## config.mk

```make
export PLATFORM = sky130hd
export DESIGN_NAME = rsi_top
export DESIGN_NICKNAME = d
export VERILOG_FILES = /design/src/rtl/rsi_pkg.sv /design/src/rtl/rsi_debounce.sv /design/src/rtl/rsi_top.sv
export SDC_FILE = /design/constraint.sdc
export NUM_CORES = 1
export LEC_CHECK = 0
export ABC_CLOCK_PERIOD_IN_PS = 1700
export BUFFER_PORTS_ARGS = -buffer_cell sky130_fd_sc_hd__buf_2
export CAP_MARGIN = 20
export CORE_ASPECT_RATIO = 0.5
export CORE_MARGIN = 1.5
export CORE_UTILIZATION = 47
export DETAILED_ROUTE_END_ITERATION = 10
export PLACE_DENSITY_LB_ADDON = 0.2
export SYNTH_ARGS = -nofsm -noshare
export SYNTH_HDL_FRONTEND = slang
export SYNTH_SLANG_ARGS = --single-unit
```

## constraint.sdc

```tcl
create_clock -name clk_in -period 1.7 [get_ports clk_in]
set_clock_uncertainty 0.1 [all_clocks]
set_input_delay 0.085 -clock clk_in [delete_from_list [all_inputs] [get_ports clk_in]]
set_output_delay 0.085 -clock clk_in [all_outputs]
set_load 0.01 [all_outputs]
```

## src/rtl/rsi_pkg.sv

```systemverilog
// shared constants and types for the router status and mode-select block
package rsi_pkg;

    // clock and timing
    localparam int CLK_KHZ        = 50_000;
    localparam int BLINK_HALF_MS  = 250;
    localparam int BLINK_HALF_CYC = BLINK_HALF_MS * CLK_KHZ;
    localparam int DEBOUNCE_MS    = 10;
    localparam int DEBOUNCE_CYC   = DEBOUNCE_MS * CLK_KHZ;
    localparam int CNT_W          = 24;

    // register byte offsets
    localparam logic [3:0] CTRL_OFS   = 4'h0;
    localparam logic [3:0] ROUTE_OFS  = 4'h4;
    localparam logic [3:0] STATUS_OFS = 4'h8;

    // field positions
    localparam int CTRL_FRAME_EN_BIT = 0;
    localparam int CTRL_MANUAL_BIT   = 1;
    localparam int ROUTE_SWAP_BIT    = 0;
    localparam int STAT_ROUTE_BIT    = 11;
    localparam int STAT_MONITOR_BIT  = 12;
    localparam int STAT_REMOTE_BIT   = 13;
    localparam int STAT_DIP_LSB      = 16;
    localparam int DIP_REMOTE_BIT    = 0;
    localparam int DIP_MONITOR_BIT   = 7;

    // display codes
    localparam logic [3:0] ROUTE_DIRECT_CODE  = 4'h1;
    localparam logic [3:0] ROUTE_SWAPPED_CODE = 4'h2;

    typedef struct packed {
        logic       manual;
        logic       frame_en;
    } rsi_cfg_type;

    localparam rsi_cfg_type CFG_RST = 2'h1;

    typedef struct packed {
        logic       vid_a;
        logic       vid_b;
        logic       power_good;
        logic       power_fault;
        logic       genlock;
        logic [3:0] grp_a;
        logic [3:0] grp_b;
    } rsi_detect_type;

    typedef struct packed {
        logic       fault;
        logic       health;
        logic       pres_a;
        logic       pres_b;
        logic       prog_a;
        logic       prog_b;
        logic       ref_pres;
        logic [3:0] audio;
    } rsi_lamps_type;

    typedef enum logic {ROUTE_DIRECT, ROUTE_SWAPPED} rsi_route_type;

endpackage

```

## src/rtl/rsi_debounce.sv

```systemverilog
// push control debouncer producing one pulse per settled press
`timescale 1ns/1ps
module rsi_debounce #(
    parameter int DEB_CYC = rsi_pkg::DEBOUNCE_CYC
) (
    input  wire logic clk_in,      // system clock
    input  wire logic arst_n_in,   // async reset, active low
    input  wire logic raw_in,      // raw push level, high pressed
    output logic      press_out    // one-cycle pulse per press
);
    import rsi_pkg::*;

    logic [CNT_W-1:0] cnt_r;
    logic             stable_r;
    logic             press_r;

    // bounce resets the count, so only a held level is accepted
    always_ff @(posedge clk_in or negedge arst_n_in) begin
        if (!arst_n_in) begin
            cnt_r    <= '0;
            stable_r <= 1'b0;
        end else if (raw_in == stable_r) begin
            cnt_r <= '0;
        end else if (cnt_r == CNT_W'(DEB_CYC - 1)) begin
            cnt_r    <= '0;
            stable_r <= raw_in;
        end else begin
            cnt_r <= cnt_r + 1'b1;
        end
    end

    always_ff @(posedge clk_in or negedge arst_n_in) begin
        if (!arst_n_in) begin
            press_r <= 1'b0;
        end else begin
            press_r <= (raw_in != stable_r) && raw_in && (cnt_r == CNT_W'(DEB_CYC - 1));
        end
    end

    assign press_out = press_r;

    a_press_single: assert property (@(posedge clk_in) disable iff (!arst_n_in)
        press_r |=> !press_r)
        else $error("press pulse longer than one cycle");

    a_press_held: assert property (@(posedge clk_in) disable iff (!arst_n_in)
        press_r |-> stable_r && $past(raw_in))
        else $error("press without a held input");

endmodule

```

## src/rtl/rsi_top.sv

```systemverilog
// router card status lamps, mode switches, display select and register slave
// Operation
// - fault lamp on when input missing or power fault
// - fault copied to frame status when enabled
// - health lamp needs both inputs and power
// - first presence lamp follows input one
// - second presence lamp follows input two
// - first routing lamp when input one programs
// - second routing lamp when input two programs
// - reference lamp follows genlock detection
// - audio lamp one from input one groups
// - audio lamp two from input one groups
// - audio lamp three from input two groups
// - audio lamp four from input two groups
// - switch one off: local config only
// - switch one on: remote network config
// - switch eight off: display runs menu
// - switch eight on: display shows routing
// - monitor manual press changes routing
// - distinct codes for direct and swapped routing
`timescale 1ns/1ps
module rsi_top #(
    parameter int BLINK_HALF = rsi_pkg::BLINK_HALF_CYC,
    parameter int DEB_CYC    = rsi_pkg::DEBOUNCE_CYC
) (
    input  wire logic                   clk_in,              // system clock
    input  wire logic                   arst_n_in,           // async reset, active low
    input  wire rsi_pkg::rsi_detect_type detect_in,          // detector levels
    input  wire logic [7:0]             dip_sw_in,           // config switches, high on
    input  wire logic                   push_btn_in,         // push control, high pressed
    input  wire logic                   toggle_up_in,        // toggle lifted
    input  wire logic                   toggle_dn_in,        // toggle pushed down
    input  wire logic                   local_cfg_we_in,     // local menu config strobe
    input  wire rsi_pkg::rsi_cfg_type   local_cfg_in,        // local menu config value
    input  wire logic [3:0]             avs_address_in,      // byte address
    input  wire logic                   avs_read_in,         // read request
    input  wire logic                   avs_write_in,        // write request
    input  wire logic [31:0]            avs_writedata_in,    // write data
    output logic [31:0]                 avs_readdata_out,    // read data
    output logic                        avs_waitrequest_out, // stall
    output rsi_pkg::rsi_lamps_type      lamps_out,           // eleven card lamps
    output logic                        frame_fault_out,     // fault to frame status
    output logic                        remote_en_out,       // network control active
    output logic                        disp_monitor_out,    // display shows routing
    output logic [3:0]                  disp_code_out,       // routing code shown
    output logic                        menu_push_out,       // press to menu engine
    output logic                        menu_up_out,         // toggle up to menu engine
    output logic                        menu_dn_out,         // toggle down to menu engine
    output logic                        route_swapped_out    // input two on program
);
    import rsi_pkg::*;

    logic             ack_r;
    logic [31:0]      readdata_r;
    logic [31:0]      rd_mux;
    logic             bus_wr;
    rsi_cfg_type      cfg_r;
    rsi_route_type    route_r;
    rsi_lamps_type    lamps_r;
    logic             frame_fault_r;
    logic [CNT_W-1:0] blink_cnt_r;
    logic             blink_r;
    logic             press;
    logic             remote;
    logic             monitor;
    logic             disp_monitor_r;
    logic [3:0]       disp_code_r;
    logic [2:0]       menu_r;

    function automatic logic audio_lamp(input logic [1:0] grp, input logic blink);
        logic lamp;
        lamp = 1'b0;
        case (grp)
            2'h3:    lamp = 1'b1;
            2'h1:    lamp = blink;
            2'h2:    lamp = blink;
            default: lamp = 1'b0;
        endcase
        return lamp;
    endfunction

    assign remote  = dip_sw_in[DIP_REMOTE_BIT];
    assign monitor = dip_sw_in[DIP_MONITOR_BIT];

    rsi_debounce #(
        .DEB_CYC   (DEB_CYC)
    ) rsi_debounce_inst (
        .clk_in    (clk_in),
        .arst_n_in (arst_n_in),
        .raw_in    (push_btn_in),
        .press_out (press)
    );

    // one wait state keeps read data off a combinational path
    assign avs_waitrequest_out = (avs_read_in | avs_write_in) & ~ack_r;
    assign bus_wr              = avs_write_in & ack_r;

    always_ff @(posedge clk_in or negedge arst_n_in) begin
        if (!arst_n_in) begin
            ack_r <= 1'b0;
        end else begin
            ack_r <= (avs_read_in | avs_write_in) & ~ack_r;
        end
    end

    always_comb begin
        rd_mux = '0;
        case (avs_address_in)
            CTRL_OFS:   rd_mux = 32'(cfg_r);
            ROUTE_OFS:  rd_mux = 32'(route_r == ROUTE_SWAPPED);
            STATUS_OFS: begin
                rd_mux[10:0]                = lamps_r;
                rd_mux[STAT_ROUTE_BIT]      = (route_r == ROUTE_SWAPPED);
                rd_mux[STAT_MONITOR_BIT]    = monitor;
                rd_mux[STAT_REMOTE_BIT]     = remote;
                rd_mux[STAT_DIP_LSB +: 8]   = dip_sw_in;
            end
            default:    rd_mux = '0;
        endcase
    end

    always_ff @(posedge clk_in or negedge arst_n_in) begin
        if (!arst_n_in) begin
            readdata_r <= '0;
        end else if (avs_read_in && !ack_r) begin
            readdata_r <= rd_mux;
        end
    end

    assign avs_readdata_out = readdata_r;

    // configuration source chosen by switch one
    always_ff @(posedge clk_in or negedge arst_n_in) begin
        if (!arst_n_in) begin
            cfg_r <= CFG_RST;
        end else if (remote) begin
            if (bus_wr && avs_address_in == CTRL_OFS) begin
                cfg_r.frame_en <= avs_writedata_in[CTRL_FRAME_EN_BIT];
                cfg_r.manual   <= avs_writedata_in[CTRL_MANUAL_BIT];
            end
        end else if (local_cfg_we_in) begin
            cfg_r <= local_cfg_in;
        end
    end

    // routing state; press wins over a remote write in the same cycle
    always_ff @(posedge clk_in or negedge arst_n_in) begin
        if (!arst_n_in) begin
            route_r <= ROUTE_DIRECT;
        end else if (press && monitor && cfg_r.manual) begin
            case (route_r)
                ROUTE_DIRECT:  route_r <= ROUTE_SWAPPED;
                ROUTE_SWAPPED: route_r <= ROUTE_DIRECT;
                default:       route_r <= ROUTE_DIRECT;
            endcase
        end else if (remote && bus_wr && avs_address_in == ROUTE_OFS) begin
            route_r <= avs_writedata_in[ROUTE_SWAP_BIT] ? ROUTE_SWAPPED : ROUTE_DIRECT;
        end
    end

    assign route_swapped_out = (route_r == ROUTE_SWAPPED);

    always_ff @(posedge clk_in or negedge arst_n_in) begin
        if (!arst_n_in) begin
            blink_cnt_r <= '0;
            blink_r     <= 1'b0;
        end else if (blink_cnt_r == CNT_W'(BLINK_HALF - 1)) begin
            blink_cnt_r <= '0;
            blink_r     <= ~blink_r;
        end else begin
            blink_cnt_r <= blink_cnt_r + 1'b1;
        end
    end

    always_ff @(posedge clk_in or negedge arst_n_in) begin
        if (!arst_n_in) begin
            lamps_r <= '0;
        end else begin
            lamps_r.fault    <= ~(detect_in.vid_a & detect_in.vid_b) | detect_in.power_fault;
            lamps_r.health   <= detect_in.vid_a & detect_in.vid_b & detect_in.power_good;
            lamps_r.pres_a   <= detect_in.vid_a;
            lamps_r.pres_b   <= detect_in.vid_b;
            lamps_r.prog_a   <= (route_r == ROUTE_DIRECT);
            lamps_r.prog_b   <= (route_r == ROUTE_SWAPPED);
            lamps_r.ref_pres <= detect_in.genlock;
            lamps_r.audio[0] <= audio_lamp(detect_in.grp_a[1:0], blink_r);
            lamps_r.audio[1] <= audio_lamp(detect_in.grp_a[3:2], blink_r);
            lamps_r.audio[2] <= audio_lamp(detect_in.grp_b[1:0], blink_r);
            lamps_r.audio[3] <= audio_lamp(detect_in.grp_b[3:2], blink_r);
        end
    end

    always_ff @(posedge clk_in or negedge arst_n_in) begin
        if (!arst_n_in) begin
            frame_fault_r <= 1'b0;
        end else begin
            frame_fault_r <= (~(detect_in.vid_a & detect_in.vid_b) | detect_in.power_fault)
                             & cfg_r.frame_en;
        end
    end

    always_ff @(posedge clk_in or negedge arst_n_in) begin
        if (!arst_n_in) begin
            disp_monitor_r <= 1'b0;
            disp_code_r    <= '0;
            menu_r         <= '0;
        end else begin
            disp_monitor_r <= monitor;
            disp_code_r    <= !monitor ? 4'h0 :
                              (route_r == ROUTE_SWAPPED) ? ROUTE_SWAPPED_CODE
                                                         : ROUTE_DIRECT_CODE;
            menu_r         <= monitor ? 3'h0 : {press, toggle_up_in, toggle_dn_in};
        end
    end

    assign lamps_out        = lamps_r;
    assign frame_fault_out  = frame_fault_r;
    assign remote_en_out    = remote;
    assign disp_monitor_out = disp_monitor_r;
    assign disp_code_out    = disp_code_r;
    assign menu_push_out    = menu_r[2];
    assign menu_up_out      = menu_r[1];
    assign menu_dn_out      = menu_r[0];

    a_fault_lamp: assert property (@(posedge clk_in) disable iff (!arst_n_in)
        1'b1 |=> lamps_r.fault == (!($past(detect_in.vid_a) && $past(detect_in.vid_b))
                                   || $past(detect_in.power_fault)))
        else $error("fault lamp does not follow inputs");

    a_frame_report: assert property (@(posedge clk_in) disable iff (!arst_n_in)
        1'b1 |=> frame_fault_out == (lamps_r.fault && $past(cfg_r.frame_en)))
        else $error("frame status disagrees with fault lamp");

    // fault and health may both be lit when power fault and power good coexist
    a_health_lamp: assert property (@(posedge clk_in) disable iff (!arst_n_in)
        1'b1 |=> lamps_r.health == ($past(detect_in.vid_a) && $past(detect_in.vid_b)
                                    && $past(detect_in.power_good)))
        else $error("health lamp disagrees with inputs");

    a_presence_lamps: assert property (@(posedge clk_in) disable iff (!arst_n_in)
        1'b1 |=> lamps_r.pres_a == $past(detect_in.vid_a)
                 && lamps_r.pres_b == $past(detect_in.vid_b))
        else $error("presence lamp wrong");

    a_route_lamps: assert property (@(posedge clk_in) disable iff (!arst_n_in)
        1'b1 |=> lamps_r.prog_b == $past(route_swapped_out)
                 && lamps_r.prog_a == !$past(route_swapped_out))
        else $error("routing lamps wrong");

    a_ref_lamp: assert property (@(posedge clk_in) disable iff (!arst_n_in)
        $rose(detect_in.genlock) |=> lamps_r.ref_pres)
        else $error("reference lamp missed");

    a_audio_flash: assert property (@(posedge clk_in) disable iff (!arst_n_in)
        (detect_in.grp_a[1:0] == 2'h1) [*2] |=> lamps_r.audio[0] == $past(blink_r))
        else $error("audio lamp not flashing on one group");

    a_audio_steady: assert property (@(posedge clk_in) disable iff (!arst_n_in)
        detect_in.grp_b[1:0] == 2'h3 |=> lamps_r.audio[2])
        else $error("audio lamp three not steady with both groups");

    a_audio_steady_four: assert property (@(posedge clk_in) disable iff (!arst_n_in)
        detect_in.grp_b[3:2] == 2'h3 |=> lamps_r.audio[3])
        else $error("audio lamp four not steady with both groups");

    a_remote_ignored: assert property (@(posedge clk_in) disable iff (!arst_n_in)
        !remote && bus_wr && !local_cfg_we_in |=> $stable(cfg_r))
        else $error("remote write accepted in local mode");

    a_remote_cfg: assert property (@(posedge clk_in) disable iff (!arst_n_in)
        remote && bus_wr && avs_address_in == CTRL_OFS
        |=> cfg_r == $past(avs_writedata_in[1:0]))
        else $error("remote config write lost");

    // code is launched from the route of the previous cycle
    a_display_code: assert property (@(posedge clk_in) disable iff (!arst_n_in)
        monitor |=> disp_code_out == ($past(route_swapped_out) ? ROUTE_SWAPPED_CODE
                                                                : ROUTE_DIRECT_CODE))
        else $error("wrong routing code shown");

    a_menu_gated: assert property (@(posedge clk_in) disable iff (!arst_n_in)
        monitor |=> !menu_push_out && !menu_up_out && !menu_dn_out)
        else $error("menu keys leaked in monitor mode");

    a_press_swap: assert property (@(posedge clk_in) disable iff (!arst_n_in)
        press && monitor && cfg_r.manual |=> route_r != $past(route_r))
        else $error("press did not swap routing");

    a_blink_edge: assert property (@(posedge clk_in) disable iff (!arst_n_in)
        $changed(blink_r) |-> blink_cnt_r == '0 && $past(blink_cnt_r) != '0)
        else $error("blink toggled off the divider wrap");

    c_press_swap: cover property (@(posedge clk_in) disable iff (!arst_n_in)
        press && monitor && cfg_r.manual ##1 route_r == ROUTE_SWAPPED);
    c_remote_cfg: cover property (@(posedge clk_in) disable iff (!arst_n_in)
        remote && bus_wr && avs_address_in == CTRL_OFS);
    c_status_read: cover property (@(posedge clk_in) disable iff (!arst_n_in)
        avs_read_in && ack_r && avs_address_in == STATUS_OFS);
    c_audio_flash: cover property (@(posedge clk_in) disable iff (!arst_n_in)
        detect_in.grp_a[1:0] == 2'h2 ##1 lamps_r.audio[0] ##1 !lamps_r.audio[0]);

endmodule

```

-- After elaboration in Yosys (flattened, before gate mapping)
Cells that the tools add are included.
Widths: inputs -> output; s select.
- flip-flop bits (word level): 95
- input port bits: 67
- output and inout port bits: 55
- $add $sub $neg: 2
- eq/ne operators: 19
- muxes and demuxes: 19
- bitwise logic cells: 12
- reduce and logical (&&, ||, !) cells: 18
- operator list (kind ; number):
    $mux 24 ; 3
    $add 24x1->24 const B ; 2
    $pmux 14 s3 ; 1
    $eq 24x19->1 const B ; 1
    $eq 24x24->1 const B ; 1
    $eq 2x2->1 const B ; 8
    $mux 2 ; 5
    $pmux 1 s2 ; 5
    $eq 2x1->1 const B ; 4
    $logic_and 1x1->1 ; 8
    $mux 8 ; 1
    $reduce_or 2->1 ; 4
    $and 1x1->1 ; 5
    $not 1->1 ; 5
    $eq 4x3->1 const B ; 1
    $eq 4x4->1 const B ; 1
    $logic_not 4->1 ; 1
    $reduce_and 2->1 ; 2
    $reduce_bool 2->1 ; 2
    $mux 1 ; 3
    $mux 3 ; 1
    $ne 2x1->1 const B ; 1
    $or 1x1->1 ; 2
    $eq 1x1->1 ; 1
    2 further kinds ; 2

-- Depth between registers and ports, before layout
- depth after elaboration: 5
- gate-level depth with buffers: 7
- depth with buffers taken out: 6

-- Modules after synthesis
Synthesis repeated with hierarchy kept, for this count alone.
- cells, all modules: 399
- area, all modules: 4505.6 µm²
- modules (own cells, without submodules) (module ; times used ; cells each ; area an instance (µm²) ; seq. area each (µm²)):
    rsi_top ; 1 ; 258 ; 3016.6 ; 1677.9
    rsi_debounce ; 1 ; 141 ; 1488.9 ; 650.6

-- Worst setup path before layout
Ideal clock, no wire load.
- kind: reg2reg
- start: register rsi_debounce_inst.cnt_r[6]
- end: register rsi_debounce_inst.stable_r
- setup time: 0.125 ns
- arrival: 1.490 ns
- slack: -0.015 ns
- cell stages (with the launch flop): 5
- path buffers: 0
- period minus slack after synthesis: 1.715 ns
- path through: dfrtp_1 -> nor4b_2 -> nand4_1 -> nor4_1 -> mux2_2
- longest elaborated chain between the ends: 2
- ends and longest elaborated chain (item ; RTL line ; text):
    start: declaration ; rsi_debounce.sv:13 ; logic [CNT_W-1:0] cnt_r;
    start signal: assignment ; rsi_debounce.sv:28 ; cnt_r <= cnt_r + 1'b1;
    $eq 24x19->1 ; rsi_debounce.sv:24 ; end else if (cnt_r == CNT_W'(DEB_CYC - 1)) begin
    $reduce_and 2->1 (no line) ; n/a ;
    end signal: assignment ; rsi_debounce.sv:26 ; stable_r <= raw_in;
    end: declaration ; rsi_debounce.sv:14 ; logic stable_r;
Every way passes these cells.
A chain may end at the register's enable or synchronous reset.

-- Worst setup path in the final report
- start: register rsi_debounce_inst.cnt_r[1]
- end: register rsi_debounce_inst.cnt_r[14]
- longest elaborated chain between the ends: 3
- elaborated cells on any way between the ends: 4
- ends and longest elaborated chain (item ; RTL line ; text):
    $add 24x1->24 or $eq 24x19->1 (tied branches) ; rsi_debounce.sv:28, rsi_debounce.sv:24 ;
    $mux 24 * ; rsi_debounce.sv:24 ;
    $mux 24 * ; rsi_debounce.sv:22 ; end else if (raw_in == stable_r) begin
Every way passes the cells marked *; elsewhere a longest branch is shown, timed or not.

==> summary.txt <==
Setup path
  – Critical Path Start Type: flip-flop
  – Crit Path Class: reg2reg
  – Highest net fanout along the worst path: 4
  – Reg2reg start: rsi_debounce_inst.cnt_r[1]
  – Worst EP arrival: 1.87 ns
  – Worst setup EP type: flip-flop
  – Worst Path Required: 1.83 ns
  – CP startpoint: rsi_debounce_inst.cnt_r[1]

Floorplanning
  – Initial Utilization: 48.70%
  – I/O pins: 122
  – Die ar.: 9669 sq um
  – Cell Rows: 24
  – Die X: 137.6 um
  – Core area: 8738 sq um
  – Die span in y: 70.29 um

Timing
  – Setup ws final: -0.03978 ns
  – Maximum clock frequency: 574.8 MHz
  – Crit share post-route: 102.3%
  – Max Slew Vio Count: 0
  – Final Critical Period: 1.740 ns
  – Setup-failing EPs final: 13
  – RSZ-0062 raised after global routing: yes
  – Fin. Hold Viols: 0

Power and ir drop
  – Power Dens Cells: 810.0 nW/um^2
  – Leakage: 2.902 nW
  – Peak supply drop: 483.4 uV
  – Design Power: 0.004787 W

Clock network
  – TritonCTS buffer count: 9
  – Maximum clock insertion buffer count: 2
  – TritonCTS sink count: 93
  – Clk_lat worst skew: 0.34 ns
  – CTS tree: built
  – H-Tree Depth: 3
  – Root buffer cell: clkbuf_16
  – Worst-path clk slew: 0.06 ns

Placed design
  – # port buffers: 79
  – DP Wirelength: 5840 um
  – Final Wtd Congestion: 0.7827
  – Dpl cells: 607
  – Cell area after placement: 5024 sq um

Yosys
  – Top-count cell post-synth: dfrtp_1
  – Avg Synthesized Cell Area: 11.17 sq um
  – Synth cell types: 43
  – Post-Syn Area: 4255 sq um
  – Number of synthesized flops with an enable pin: 0
  – Async set or reset register ratio after synthesis: 100.0%
  – Most frequent cells after synthesis: dfrtp_1, nor2_1, nand2_1, xor2_1, nand3_1
  – Synth Instances: 381
  – Count of state elements after synthesis: 93
  – Area share of the largest cell type after synthesis: 54.10%
  – Biggest area consumer among synthesized cells: dfrtp_1
  – Synth Flop Type: dfrtp_1
  – Top cells by area, synth: dfrtp_1, xor2_1, nor2_1
  – Sequential area share after synthesis: 54.72%
  – Total number of yosys warnings: 0

Status
  – Failing checks: setup timing
  – Status: finished with violations

Routing
  – Via-to-Cell Ratio: 5.014
  – WL/cell: 13.88 um
  – 1st-iter DRT viols: 146
  – Antenna-violating nets left: 0
  – # DRC: 0
  – Via count: 3,279
  – Drt first pass iters: 4
  – WL final: 9076 um

Global routing
  – Largest net degree at the start of global routing: 50
  – Vias in the first global route: 3,153
  – Grt ovf: 0
  – Overall routing resource usage: 19.63%
  – First-pass GRT wire length: 14,620 um
  – Initial antenna violation count: 0

Final layout
  – Fillers: 664
  – FF+latch area: 2328 sq um
  – # diodes: 0
  – Area of the multi-input gates: 1957 sq um
  – Fin nets: 611
  – Share of post-route cells with drive strength above 1: 36.31%
  – Post-route cell area: 5911 sq um
  – Area growth, synth to finish: 38.90%
  – Non-Filler Instances: 654

Min path
  – Hold_sp: detect_in[1]
  – Hold WC Path Type: in2reg

Run
  – Max Cap Viol: 0
[path summary, 6_finish.rpt]
kind | endpoint | slack (ns) | cells after the start
hold reg to reg | avs_readdata_out[2] | 0.39 | 1
setup / recovery | rsi_debounce_inst.cnt_r[14] | -0.04 | 7
min in group asynchronous | rsi_debounce_inst.cnt_r[2] | 0.10 | 2
max in group asynchronous | cfg_r[0] | 0.80 | 3
hold / removal | lamps_out[2] | 0.005 | 4
setup reg to reg | rsi_debounce_inst.cnt_r[14] | -0.04 | 7
[worst max-delay path, cell delays in order, from the launching register on]
cell and delay, ns:
dfrtp_1 0.35, ha_1 0.23, nand4_4 0.16, buf_4 0.19, nor2_1 0.17, nand4_1 0.18
xor2_2 0.22, nor2_4 0.04
[sequential cells by signal, summed over array words and instances (netlist names), 2 cells and up]
| signal | flops |
|---|---|
| blink_cnt_r | 24 |
| disp_code_out | 2 |
| avs_readdata_out | 20 |
| cfg_r | 2 |
| lamps_out | 11 |
| rsi_debounce_inst.cnt_r | 24 |
| menu_r | 3 |
[routing by layer]
| metal | wire length (um) | track usage (%) | vias up |
|---|---|---|---|
| met1 | 4165 | 25.05 | 1604 |
| li1 | - | - | 1584 |
| met5 | 0 | 0 | - |
| met2 | 4272 | 32.06 | 83 |
| met4 | 96 | 5.848 | 0 |
| met3 | 542 | 6.173 | 8 |
[cells in the final DEF (no fill, tap or decap), types with 4 or more instances in the layout]
cell | synthesis | routed
a21oi_1 | 4 | 4
a22o_1 | 18 | 18
and3_1 | 7 | 6
and4_1 | 5 | 4
buf_2 | 4 | 78
buf_4 | 16 | 40
buf_6 | 1 | 4
clkbuf_16 | 0 | 11
conb_1 | 1 | 12
dfrtp_1 | 92 | 92
dlygate4sd3_1 | 0 | 28
ha_1 | 11 | 10
inv_1 | 13 | 13
mux2i_1 | 4 | 4
nand2_1 | 24 | 24
nand3_1 | 19 | 17
nand4_1 | 15 | 15
nor2_1 | 54 | 30
nor2_2 | 0 | 12
nor2_4 | 0 | 12
nor2b_1 | 6 | 5
o21ai_0 | 6 | 4
xnor2_1 | 17 | 17
xor2_1 | 24 | 19
xor2_2 | 0 | 5
[area by class of cell]
type | count | area share, %
flip-flops and latches | 93 | 39.39
multi-input cells | 260 | 33.11
repair buffers | 156 | 19.31
clock buffers | 10 | 3.874
well taps | 117 | 2.477
clock inverters | 5 | 1.016
inverters | 13 | 0.8256
[power breakdown]
group | switching (W) | internal, W | total, W
clock | 0.000841 | 0.00114 | 0.00198
combinational | 0.000246 | 0.000231 | 0.000478
sequential | 0.0000462 | 0.00228 | 0.00233
[cell families after synthesis]
| kind of cell | synth area share, % |
|---|---|
| other | 0.08812 |
| flip-flops | 54.72 |
| multiplexers | 1.470 |
| AND/OR/NAND/NOR | 20.79 |
| AO/OA/AOI/OAI | 5.587 |
| adder cells (fa/ha/maj) | 3.234 |
| buffers and inverters | 5.675 |
| XOR/XNOR | 8.439 |
[timing repair]
action,in CTS,in global routing
resized for setup,6,59
endpoints found under the hold margin,119,0
setup buffers,0,3
pin swaps,4,25
endpoints found under the setup margin,25,57
cloned,0,2
hold buffers,28,0
[through the flow]
stage / hold slack, ns / setup TNS, ns / setup WS (ns) / utilization (%)
final: 0.005335 / -0.1131 / -0.03978 / 67.64
after global routing: 0.02626 / -3.131 / -0.1118 / 67.64
after CTS: 0.002079 / -0.01833 / -0.01833 / 64.32
after detailed placement: -0.06862 / -0.4039 / -0.08280 / 57.49
after global placement: -0.07479 / -0.07181 / -0.03094 / 57.49
after floorplan: -0.3106 / -0.01500 / -0.01500 / -
Note: power is estimated with default switching activity, not from simulation.
